**src/rtl/mpf_pkg.sv**
```systemverilog
// Package of constants and types for the MAC management and filter registers
// Behaviour
// - Mask view shows masked state per source
// - Read result lands in management data field
// - Code field written 10, reads back
// - Operation 10 reads, 01 writes, else invalid
// - Frame carries PHY and register selects
// - Pause count decrements every 512 bit times
// - Hash low holds filter bits 31:0
// - Hash high holds filter bits 63:32
// - Match low holds address low 32 bits
// - Bit zero compares first byte LSB
// - Enable unmasks, disable masks, view follows
// - Pause zero flag sets, clears on read
package mpf_pkg;

  localparam int APB_AW = 8;

  // Register byte offsets
  localparam logic [7:0] OFS_IRQ_STATUS = 8'h00;
  localparam logic [7:0] OFS_IRQ_ENABLE = 8'h04;
  localparam logic [7:0] OFS_IRQ_DISABLE = 8'h08;
  localparam logic [7:0] OFS_IRQ_MASK_STATUS = 8'h0C;
  localparam logic [7:0] OFS_IRQ_CLEAR = 8'h10;
  localparam logic [7:0] OFS_PHY_MGMT_FRAME = 8'h14;
  localparam logic [7:0] OFS_PAUSE_COUNT = 8'h18;
  localparam logic [7:0] OFS_MGMT_STATE = 8'h1C;
  localparam logic [7:0] OFS_HASH_LOW = 8'h20;
  localparam logic [7:0] OFS_HASH_HIGH = 8'h24;
  localparam logic [7:0] OFS_MATCH_BASE = 8'h28;
  localparam int MATCH_NUM = 4;

  // Event bit positions
  localparam int EVT_W = 14;
  localparam int EVT_MGMT_DONE = 0;
  localparam int EVT_PAUSE_TIME_ZERO = 13;
  localparam logic [13:0] EVT_VALID = 14'h3CFF;
  localparam logic [13:0] EVT_FROM_DP = 14'h1CFE;
  localparam logic [13:0] IRQ_MASK_RST = 14'h3CFF;

  // Management frame encodings
  localparam logic [1:0] MGMT_SOF = 2'h1;
  localparam logic [1:0] MGMT_OP_READ = 2'h2;
  localparam logic [1:0] MGMT_OP_WRITE = 2'h1;
  localparam logic [1:0] MGMT_CODE = 2'h2;
  localparam logic [31:0] MGMT_FRAME_RST = 32'h0000_0000;
  localparam int MGMT_PREAMBLE = 32;
  localparam int MGMT_BITS = 64;
  localparam int MGMT_RELEASE_BIT = 46;
  localparam int MGMT_SAMPLE_BIT = 48;

  // Timing
  localparam int CLK_NS = 10;
  localparam int MDC_HALF_NS = 200;
  localparam int MDC_HALF_CYC = MDC_HALF_NS / CLK_NS;
  localparam int BIT_TIME_NS = 10;
  localparam int PAUSE_QUANTUM_BITS = 512;
  localparam int PAUSE_TICK_CYC = PAUSE_QUANTUM_BITS * BIT_TIME_NS / CLK_NS;

  localparam logic [15:0] PAUSE_RST = 16'h0000;
  localparam logic [31:0] ADDR_RST = 32'h0000_0000;

  typedef struct packed {
    logic [1:0] start;
    logic [1:0] op;
    logic [4:0] phy_select;
    logic [4:0] phy_reg_select;
    logic [1:0] code;
    logic [15:0] data;
  } mpf_mgmt_frame_s;

  typedef struct packed {
    logic [15:0] high;
    logic [31:0] low;
  } mpf_match_addr_s;

  typedef enum logic {MPF_IDLE, MPF_SHIFT} mpf_mgmt_state_e;

endpackage

```
**src/rtl/mpf_mac_regs.sv**
```systemverilog
// MAC management, pause and address filter registers on APB
`timescale 1ns/1ns
module mpf_mac_regs (
  // Clock and reset
  input wire logic clk_i,
  input wire logic reset_n_i,
  // APB slave
  input wire logic psel_i,
  input wire logic penable_i,
  input wire logic pwrite_i,
  input wire logic [mpf_pkg::APB_AW-1:0] paddr_i,
  input wire logic [31:0] pwdata_i,
  output logic [31:0] prdata_o,
  output logic pready_o,
  output logic pslverr_o,
  // Datapath events and pause load
  input wire logic [mpf_pkg::EVT_W-1:0] dp_evt_i,
  input wire logic pause_load_i,
  input wire logic [15:0] pause_value_i,
  output logic pausing_o,
  // Receive address filter
  input wire logic rx_da_valid_i,
  input wire logic [47:0] rx_da_i,
  output logic da_match_o,
  output logic [63:0] hash_filter_o,
  // Management pins
  output logic mdc_o,
  input wire logic mdio_i,
  output logic mdio_o,
  output logic mdio_oe_o,
  // Interrupt
  output logic irq_o
);
  import mpf_pkg::*;

  // Bus phase decode
  logic setup, acc, wr, rd;
  logic [31:0] nxt_prdata, prdata_ff;
  logic nxt_pready, pready_ff, nxt_pslverr, pslverr_ff;
  logic hit;

  // Interrupt state
  logic [13:0] status_ff, nxt_status, mask_ff, nxt_mask, evt;
  logic irq_ff, nxt_irq;

  // Management register
  mpf_mgmt_frame_s mgmt_ff, nxt_mgmt;
  logic go_ff, nxt_go;
  logic sh_busy, sh_done;
  logic [15:0] sh_rdata;

  // Pause counter
  logic [15:0] pause_ff, nxt_pause;
  logic [9:0] tick_ff, nxt_tick;
  logic pausing_ff, nxt_pausing, pause_time_zero;

  // Filter registers
  logic [31:0] hash_lo_ff, nxt_hash_lo, hash_hi_ff, nxt_hash_hi;
  mpf_match_addr_s [MATCH_NUM-1:0] match_ff, nxt_match;
  logic [MATCH_NUM-1:0] hit_vec;
  logic match_ff_o, nxt_match_o;
  logic [63:0] hash_out_ff;

  assign setup = psel_i & ~penable_i;
  assign acc = psel_i & penable_i & pready_ff & ~pslverr_ff;
  assign wr = acc & pwrite_i;
  assign rd = acc & ~pwrite_i;

  // Read mux, registered at the setup edge so data is ready in access
  always_comb
  begin
    nxt_prdata = 32'h0000_0000;
    hit = 1'b1;
    case (paddr_i)
      OFS_IRQ_STATUS: nxt_prdata = {18'h0, status_ff};
      OFS_IRQ_ENABLE: nxt_prdata = 32'h0000_0000;
      OFS_IRQ_DISABLE: nxt_prdata = 32'h0000_0000;
      OFS_IRQ_MASK_STATUS: nxt_prdata = {18'h0, mask_ff};
      OFS_IRQ_CLEAR: nxt_prdata = 32'h0000_0000;
      OFS_PHY_MGMT_FRAME: nxt_prdata = mgmt_ff;
      OFS_PAUSE_COUNT: nxt_prdata = {16'h0, pause_ff};
      OFS_MGMT_STATE: nxt_prdata = {31'h0, ~(sh_busy | go_ff)};
      OFS_HASH_LOW: nxt_prdata = hash_lo_ff;
      OFS_HASH_HIGH: nxt_prdata = hash_hi_ff;
      default:
      begin
        hit = 1'b0;
        for (int i = 0; i < MATCH_NUM; i++)
        begin
          if (paddr_i == OFS_MATCH_BASE + 8'(8 * i))
          begin
            nxt_prdata = match_ff[i].low;
            hit = 1'b1;
          end
          if (i < MATCH_NUM - 1 && paddr_i == OFS_MATCH_BASE + 8'(8 * i + 4))
          begin
            nxt_prdata = {16'h0, match_ff[i].high};
            hit = 1'b1;
          end
        end
      end
    endcase
    nxt_pready = setup;
    nxt_pslverr = setup & ~hit;
    if (!setup)
      nxt_prdata = prdata_ff;
  end

  always_ff @(posedge clk_i or negedge reset_n_i)
  begin
    if (!reset_n_i)
    begin
      prdata_ff <= 32'h0000_0000;
      pready_ff <= 1'b0;
      pslverr_ff <= 1'b0;
    end
    else
    begin
      prdata_ff <= nxt_prdata;
      pready_ff <= nxt_pready;
      pslverr_ff <= nxt_pslverr;
    end
  end

  // Interrupt status, mask and line
  always_comb
  begin
    evt = (dp_evt_i & EVT_FROM_DP);
    evt[EVT_MGMT_DONE] = sh_done;
    evt[EVT_PAUSE_TIME_ZERO] = pause_time_zero;
    nxt_status = status_ff;
    nxt_mask = mask_ff;
    // Read clears only the bits returned, so a fresh event is never lost
    if (rd && paddr_i == OFS_IRQ_STATUS)
      nxt_status = status_ff & ~prdata_ff[13:0];
    if (wr && paddr_i == OFS_IRQ_CLEAR)
      nxt_status = nxt_status & ~pwdata_i[13:0];
    nxt_status = (nxt_status | evt) & EVT_VALID;
    if (wr && paddr_i == OFS_IRQ_ENABLE)
      nxt_mask = mask_ff & ~pwdata_i[13:0];
    if (wr && paddr_i == OFS_IRQ_DISABLE)
      nxt_mask = (mask_ff | pwdata_i[13:0]) & EVT_VALID;
    nxt_irq = |(nxt_status & ~nxt_mask);
  end

  always_ff @(posedge clk_i or negedge reset_n_i)
  begin
    if (!reset_n_i)
    begin
      status_ff <= 14'h0000;
      mask_ff <= IRQ_MASK_RST;
      irq_ff <= 1'b0;
    end
    else
    begin
      status_ff <= nxt_status;
      mask_ff <= nxt_mask;
      irq_ff <= nxt_irq;
    end
  end

  // Management frame register and launch
  always_comb
  begin
    nxt_mgmt = mgmt_ff;
    nxt_go = 1'b0;
    // Writes while a frame is in flight are dropped
    if (wr && paddr_i == OFS_PHY_MGMT_FRAME && !(sh_busy || go_ff))
    begin
      nxt_mgmt = pwdata_i;
      // Bad start or operation codes never reach the pins
      nxt_go = (pwdata_i[31:30] == MGMT_SOF) &&
               (pwdata_i[29:28] == MGMT_OP_READ ||
                pwdata_i[29:28] == MGMT_OP_WRITE);
    end
    if (sh_done && mgmt_ff.op == MGMT_OP_READ)
      nxt_mgmt.data = sh_rdata;
  end

  always_ff @(posedge clk_i or negedge reset_n_i)
  begin
    if (!reset_n_i)
    begin
      mgmt_ff <= MGMT_FRAME_RST;
      go_ff <= 1'b0;
    end
    else
    begin
      mgmt_ff <= nxt_mgmt;
      go_ff <= nxt_go;
    end
  end

  mpf_mgmt_shift u_shift (
    .clk_i(clk_i),
    .reset_n_i(reset_n_i),
    .start_i(go_ff),
    .frame_i(mgmt_ff),
    .busy_o(sh_busy),
    .done_o(sh_done),
    .rd_data_o(sh_rdata),
    .mdc_o(mdc_o),
    .mdio_i(mdio_i),
    .mdio_o(mdio_o),
    .mdio_oe_o(mdio_oe_o)
  );

  // Pause counter, one step per 512 bit times while non-zero
  always_comb
  begin
    nxt_pause = pause_ff;
    nxt_tick = tick_ff;
    pause_time_zero = 1'b0;
    if (pause_ff != 16'h0000)
    begin
      nxt_tick = tick_ff + 10'h001;
      if (tick_ff == 10'(PAUSE_TICK_CYC - 1))
      begin
        nxt_tick = 10'h000;
        nxt_pause = pause_ff - 16'h0001;
        pause_time_zero = (pause_ff == 16'h0001);
      end
    end
    if (pause_load_i)
    begin
      nxt_pause = pause_value_i;
      nxt_tick = 10'h000;
    end
    if (wr && paddr_i == OFS_PAUSE_COUNT)
    begin
      nxt_pause = pwdata_i[15:0];
      nxt_tick = 10'h000;
    end
    nxt_pausing = (nxt_pause != 16'h0000);
  end

  always_ff @(posedge clk_i or negedge reset_n_i)
  begin
    if (!reset_n_i)
    begin
      pause_ff <= PAUSE_RST;
      tick_ff <= 10'h000;
      pausing_ff <= 1'b0;
    end
    else
    begin
      pause_ff <= nxt_pause;
      tick_ff <= nxt_tick;
      pausing_ff <= nxt_pausing;
    end
  end

  // Hash and specific address registers
  always_comb
  begin
    nxt_hash_lo = hash_lo_ff;
    nxt_hash_hi = hash_hi_ff;
    nxt_match = match_ff;
    if (wr && paddr_i == OFS_HASH_LOW)
      nxt_hash_lo = pwdata_i;
    if (wr && paddr_i == OFS_HASH_HIGH)
      nxt_hash_hi = pwdata_i;
    for (int i = 0; i < MATCH_NUM; i++)
    begin
      if (wr && paddr_i == OFS_MATCH_BASE + 8'(8 * i))
        nxt_match[i].low = pwdata_i;
      if (wr && i < MATCH_NUM - 1 &&
          paddr_i == OFS_MATCH_BASE + 8'(8 * i + 4))
        nxt_match[i].high = pwdata_i[15:0];
    end
    nxt_match_o = rx_da_valid_i & (|hit_vec);
  end

  // Bit 0 of each entry meets bit 0 of the first received byte
  for (genvar g = 0; g < MATCH_NUM; g++)
  begin : g_match
    assign hit_vec[g] = (rx_da_i == {match_ff[g].high, match_ff[g].low});
  end

  always_ff @(posedge clk_i or negedge reset_n_i)
  begin
    if (!reset_n_i)
    begin
      hash_lo_ff <= ADDR_RST;
      hash_hi_ff <= ADDR_RST;
      match_ff <= '0;
      match_ff_o <= 1'b0;
      hash_out_ff <= 64'h0;
    end
    else
    begin
      hash_lo_ff <= nxt_hash_lo;
      hash_hi_ff <= nxt_hash_hi;
      match_ff <= nxt_match;
      match_ff_o <= nxt_match_o;
      hash_out_ff <= {nxt_hash_hi, nxt_hash_lo};
    end
  end

  assign prdata_o = prdata_ff;
  assign pready_o = pready_ff;
  assign pslverr_o = pslverr_ff;
  assign irq_o = irq_ff;
  assign pausing_o = pausing_ff;
  assign da_match_o = match_ff_o;
  assign hash_filter_o = hash_out_ff;

endmodule // mpf_mac_regs

```
**src/rtl/mpf_mgmt_shift.sv**
```systemverilog
// Serial management frame shifter toward the PHY
`timescale 1ns/1ns
module mpf_mgmt_shift (
  // Clock and reset
  input wire logic clk_i,
  input wire logic reset_n_i,
  // Frame request
  input wire logic start_i,
  input wire mpf_pkg::mpf_mgmt_frame_s frame_i,
  output logic busy_o,
  output logic done_o,
  output logic [15:0] rd_data_o,
  // Management pins
  output logic mdc_o,
  input wire logic mdio_i,
  output logic mdio_o,
  output logic mdio_oe_o
);
  import mpf_pkg::*;

  mpf_mgmt_state_e state_ff, nxt_state;
  logic [31:0] word_ff, nxt_word;
  logic [5:0] bit_ff, nxt_bit;
  logic [4:0] div_ff, nxt_div;
  logic mdc_ff, nxt_mdc, out_ff, nxt_out, oe_ff, nxt_oe, done_ff, nxt_done;
  logic rd_ff, nxt_rd;
  logic [15:0] rdat_ff, nxt_rdat;
  logic sync1_ff, sync2_ff;
  logic [5:0] nb;

  // Pin input synchroniser
  always_ff @(posedge clk_i or negedge reset_n_i)
  begin
    if (!reset_n_i)
    begin
      sync1_ff <= 1'b0;
      sync2_ff <= 1'b0;
    end
    else
    begin
      sync1_ff <= mdio_i;
      sync2_ff <= sync1_ff;
    end
  end

  always_comb
  begin
    nxt_state = state_ff;
    nxt_word = word_ff;
    nxt_bit = bit_ff;
    nxt_div = div_ff;
    nxt_mdc = mdc_ff;
    nxt_out = out_ff;
    nxt_oe = oe_ff;
    nxt_done = 1'b0;
    nxt_rd = rd_ff;
    nxt_rdat = rdat_ff;
    nb = bit_ff + 6'h01;
    unique case (state_ff)
      MPF_IDLE:
      begin
        if (start_i)
        begin
          nxt_state = MPF_SHIFT;
          nxt_word = frame_i;
          nxt_rd = (frame_i.op == MGMT_OP_READ);
          nxt_bit = 6'h00;
          nxt_div = 5'h00;
          nxt_mdc = 1'b0;
          nxt_out = 1'b1;
          nxt_oe = 1'b1;
        end
      end
      MPF_SHIFT:
      begin
        nxt_div = div_ff + 5'h01;
        if (div_ff == 5'(MDC_HALF_CYC - 1))
        begin
          nxt_div = 5'h00;
          nxt_mdc = ~mdc_ff;
          if (!mdc_ff)
          begin
            if (rd_ff && bit_ff >= 6'(MGMT_SAMPLE_BIT))
              nxt_rdat = {rdat_ff[14:0], sync2_ff};
          end
          else if (bit_ff == 6'(MGMT_BITS - 1))
          begin
            nxt_state = MPF_IDLE;
            nxt_done = 1'b1;
            nxt_oe = 1'b0;
            nxt_out = 1'b0;
          end
          else
          begin
            nxt_bit = nb;
            // Preamble of ones, then the frame word from its top bit
            nxt_out = (nb < 6'(MGMT_PREAMBLE)) ? 1'b1 : word_ff[~nb[4:0]];
            nxt_oe = ~(rd_ff && nb >= 6'(MGMT_RELEASE_BIT));
          end
        end
      end
    endcase
  end

  always_ff @(posedge clk_i or negedge reset_n_i)
  begin
    if (!reset_n_i)
    begin
      state_ff <= MPF_IDLE;
      word_ff <= MGMT_FRAME_RST;
      bit_ff <= 6'h00;
      div_ff <= 5'h00;
      mdc_ff <= 1'b0;
      out_ff <= 1'b0;
      oe_ff <= 1'b0;
      done_ff <= 1'b0;
      rd_ff <= 1'b0;
      rdat_ff <= 16'h0000;
    end
    else
    begin
      state_ff <= nxt_state;
      word_ff <= nxt_word;
      bit_ff <= nxt_bit;
      div_ff <= nxt_div;
      mdc_ff <= nxt_mdc;
      out_ff <= nxt_out;
      oe_ff <= nxt_oe;
      done_ff <= nxt_done;
      rd_ff <= nxt_rd;
      rdat_ff <= nxt_rdat;
    end
  end

  assign busy_o = (state_ff == MPF_SHIFT);
  assign done_o = done_ff;
  assign rd_data_o = rdat_ff;
  assign mdc_o = mdc_ff;
  assign mdio_o = out_ff;
  assign mdio_oe_o = oe_ff;

endmodule // mpf_mgmt_shift

```
**config.mk**
```make
export PLATFORM = sky130hd
export DESIGN_NAME = mpf_mac_regs
export DESIGN_NICKNAME = d
export VERILOG_FILES = /design/src/rtl/mpf_pkg.sv /design/src/rtl/mpf_mac_regs.sv /design/src/rtl/mpf_mgmt_shift.sv
export SDC_FILE = /design/constraint.sdc
export NUM_CORES = 1
export LEC_CHECK = 0
export BUFFER_PORTS_ARGS = -buffer_cell sky130_fd_sc_hd__buf_2
export CORE_ASPECT_RATIO = 1.25
export CORE_MARGIN = 2
export CORE_UTILIZATION = 50
export CTS_BUF_LIST = sky130_fd_sc_hd__clkbuf_4
export DETAILED_ROUTE_END_ITERATION = 7
export GPL_ROUTABILITY_DRIVEN = 0
export HOLD_SLACK_MARGIN = 0.03
export PLACE_DENSITY = 0.74
export SLEW_MARGIN = 0
export SYNTH_ARGS = -nofsm -noshare
export SYNTH_HDL_FRONTEND = slang
export SYNTH_HIERARCHICAL = 1
export SYNTH_SLANG_ARGS = --single-unit
```
**constraint.sdc**
```tcl
create_clock -name clk_i -period 3.9 [get_ports clk_i]
set_input_delay 0.78 -clock clk_i [delete_from_list [all_inputs] [get_ports clk_i]]
set_output_delay 0.78 -clock clk_i [all_outputs]
set_load 0.05 [all_outputs]
```
==> run metrics <==
status finished clean; Crit Path Category reg2reg; die area 44400 sq um; post-CTS setup buffer count 0; synth top area cells dfrtp_1 49%, mux2_2 14%, xnor2_1 4.6%; Design Area, Final 24500 sq um; post-route ant nets 0; most common cell after layout, fill and taps aside dfrtp_1; cell chosen for the clock root clkbuf_4; Mapped Avg Cell Area 11.2 sq um; TNS Setup 0 ns; worst-skew pair later-pin latency 0.91 ns; initial antenna violation count 7; Setup-failing EPs final 0; layout cells sized above 1 33.0%; post-layout minimum cycle time 3.30 ns; gr usage total 31.4%; async set-reset flop share out of synthesis 100%; Max FO, Critical Path 7; placed cell areas 23100 sq um; #FFs+latches synth 429; Cells after Synth 1909; drt wl/cell 24.9 um; Worst path top cell family by delay simple AND/OR/NAND/NOR gates; largest net degree at the start of global routing 98; Max Clk Rate 0.303 GHz; dominant synthesized flop cell dfrtp_1; post-DR vias/cell 6.28; crit path DAT 4.02 ns; Yosys top cell by area dfrtp_1; sequential share of the synthesized area 50.3%; CTS tree done; Setup crit end kind register; Req. time, crit path 4.62 ns; Post-DP HPWL 49800 um; Port Buffers 225; H-Tree Depth 3; CTS sink cnt 429; slew margin rel. 16.3%; most frequent CP cell nor4_1; Synth cell types 77; Cell Pwr Density 375 nW/um^2; Crit-path slowest cell or3b_2; DRC 0; Worst-path clk slew 0.08 ns; Initial Utilization 50.7%; DR vias 17700; Chip Height 235 um; TritonRoute pass-1 iters 6; TritonCTS Buffers 107; Post-synth EDFFs 0; Period Utilization, post-route 84.7%; VDD IR max 0.000224 V; Setup crit start kind register; NumNets Final 2298; gr ovfl total 0; vias in the first global route 17800; core area 42100 sq um; Post-Syn Nets 2040; Leak 11.7 nW; slowest stage delay, CP 0.52 ns; clk buf depth 3; Die X-Extent 189 um; MaxCap Viol Count 0; skew final 0.0762 ns; Buf/Inv on CP 1; commonest cells after routing, fill and taps aside 417 x dfrtp_1, 270 x mux2_2, 225 x nand2_1, 224 x buf_2, 157 x clkbuf_4; unrepaired setup endpoints after global routing no; Iter 0 DRT Violations 2030; pins over their slew limit 0; post-CTS sizing 0; Hold/Removal Path Class in2reg; Final Hold Vio Count 0; mapped cell area 21400 sq um; area delta synth->final 14.7%; critical path cell sequence inv_1, ha_1, or3b_2, or3_1, nor4_1, xor2_1, a221oi_1, o2111ai_1, nor4_1, nand3_1; first-pass GRT wire length 106000 um; Top Ports 230; fin util 58.1%; FP Rows 84; top cell type's share of synthesized area 48.8%; actual slew at the worst max-slew pin 1.26 ns; Yosys warnings 6; Routed WL 70200 um
==> synthesized netlist by cell type, types with 4 or more instances <==
cell / instances
dfrtp_1: 417
mux2_2: 270
nand2_1: 225
xnor2_1: 112
nor2_1: 88
xor2_1: 86
clkbuf_1: 82
o21ai_0: 49
a21oi_1: 46
nand3_1: 46
nand4_1: 43
nor4_1: 43
a22o_1: 40
a22oi_1: 39
a31oi_1: 33
a222oi_1: 30
a221oi_1: 27
buf_1: 19
inv_1: 18
mux2i_1: 17
dfstp_2: 12
nor3_1: 12
buf_2: 11
o2bb2ai_1: 10
or4_1: 8
nand2b_1: 7
nor2b_1: 7
o22ai_1: 7
a41oi_1: 6
or3_1: 6
a211oi_1: 5
and3_1: 5
ha_1: 5
a221o_1: 4
and2_1: 4
buf_6: 4
nand3b_1: 4
==> state kept, by name, indices dropped and copies added (netlist names), 5 cells and up <==
name and flops:
pause_ff 16, mgmt_ff 32, u_shift/bit_ff 6, tick_ff 10, u_shift/word_ff 32, u_shift/rd_data_o 16, status_ff 12, match_ff 176
u_shift/div_ff 5, prdata_o 32, hash_filter_o 63, mask_ff 14
==> worst register-to-register path: cells and delay by family (launching register included) <==
| kind | cells | cell delay, ns |
|---|---|---|
| and+or+nand+nor | 5 | 1.48 |
| AOI/OAI and AO/OA | 2 | 0.69 |
| DFF | 1 | 0.48 |
| adders and majority gates | 1 | 0.25 |
| buffers and inverters | 1 | 0.13 |
| xor gates and xnor gates | 1 | 0.12 |
==> power breakdown <==
group,internal (mW),switching [mW]
Sequential,4.51,0.0810
Clock,1.88,1.96
Combinational,0.210,0.556
Total,6.60,2.59
==> metal layers <==
metal / vias to the layer above / global-route usage (%) / part of all wire (%)
met2: 1103 / 49.7 / 47
met1: 8769 / 38.2 / 36
met5: - / 0 / 0
met4: 0 / 22.2 / 7.5
met3: 293 / 6.56 / 9.4
li1: 7569 / - / -
==> path summary, 6_finish.rpt <==
check | cells after the start | endpoint | from | slack [ns]
max | 10 | pausing_o | pause_ff[0] | 0.60
min | 2 | status_ff[12] | dp_evt_i[12] | 0.13
max reg2reg | 10 | pausing_o | pause_ff[0] | 0.60
min reg2reg | 0 | u_shift/sync2_ff | u_shift/sync1_ff | 0.35
max in group asynchronous | 3 | match_ff[105] | reset_n_i | 2.35
min in group asynchronous | 2 | match_ff[171] | reset_n_i | 0.55
==> stage by stage <==
| stage | setup slack (ns) | std cells | power (mW) | hold WS (ns) |
|---|---|---|---|---|
| floorplan | 1.05 | 1909 | 5.01 | 0.331 |
| global placement | 0.572 | 2615 | 5.41 | 0.343 |
| detailed placement | 0.523 | 2615 | 5.42 | 0.345 |
| CTS | 0.677 | 2816 | 9.24 | 0.0819 |
| global route | 0.390 | 2822 | 9.54 | 0.135 |
| finish | 0.598 | 2823 | 9.20 | 0.135 |
==> final cells by class <==
| class | count | area [sq um] |
|---|---|---|
| repair buffers | 268 | 1510 |
| diodes | 7 | 17.5 |
| well taps | 559 | 699 |
| multi-input cells | 1342 | 10100 |
| inverters | 19 | 71.3 |
| clock inverters | 42 | 204 |
| clock buffers | 157 | 1180 |
| fillers | 3583 | 17600 |
| flip-flops and latches | 429 | 10800 |
==> repair_timing <==
item	4_1_cts	5_1_grt
endpoints found under the hold margin	91	0
hold buffers	2	0
endpoints found under the setup margin	0	0
==> kinds of logic (layout without fill, tap and decap cells) <==
| logic type | count (synthesis) | count (layout) | share of synthesized area, % |
|---|---|---|---|
| and+or+nand+nor | 528 | 528 | 12.1 |
| DFF | 429 | 429 | 50.3 |
| AOI/OAI and AO/OA | 316 | 316 | 10.7 |
| muxes | 294 | 294 | 15.6 |
| xor gates and xnor gates | 199 | 199 | 8.19 |
| buffers and inverters | 138 | 486 | 2.68 |
| adders and majority gates | 5 | 5 | 0.293 |
| other | 0 | 7 | 0 |
Note: power is estimated with default switching activity, not from simulation.
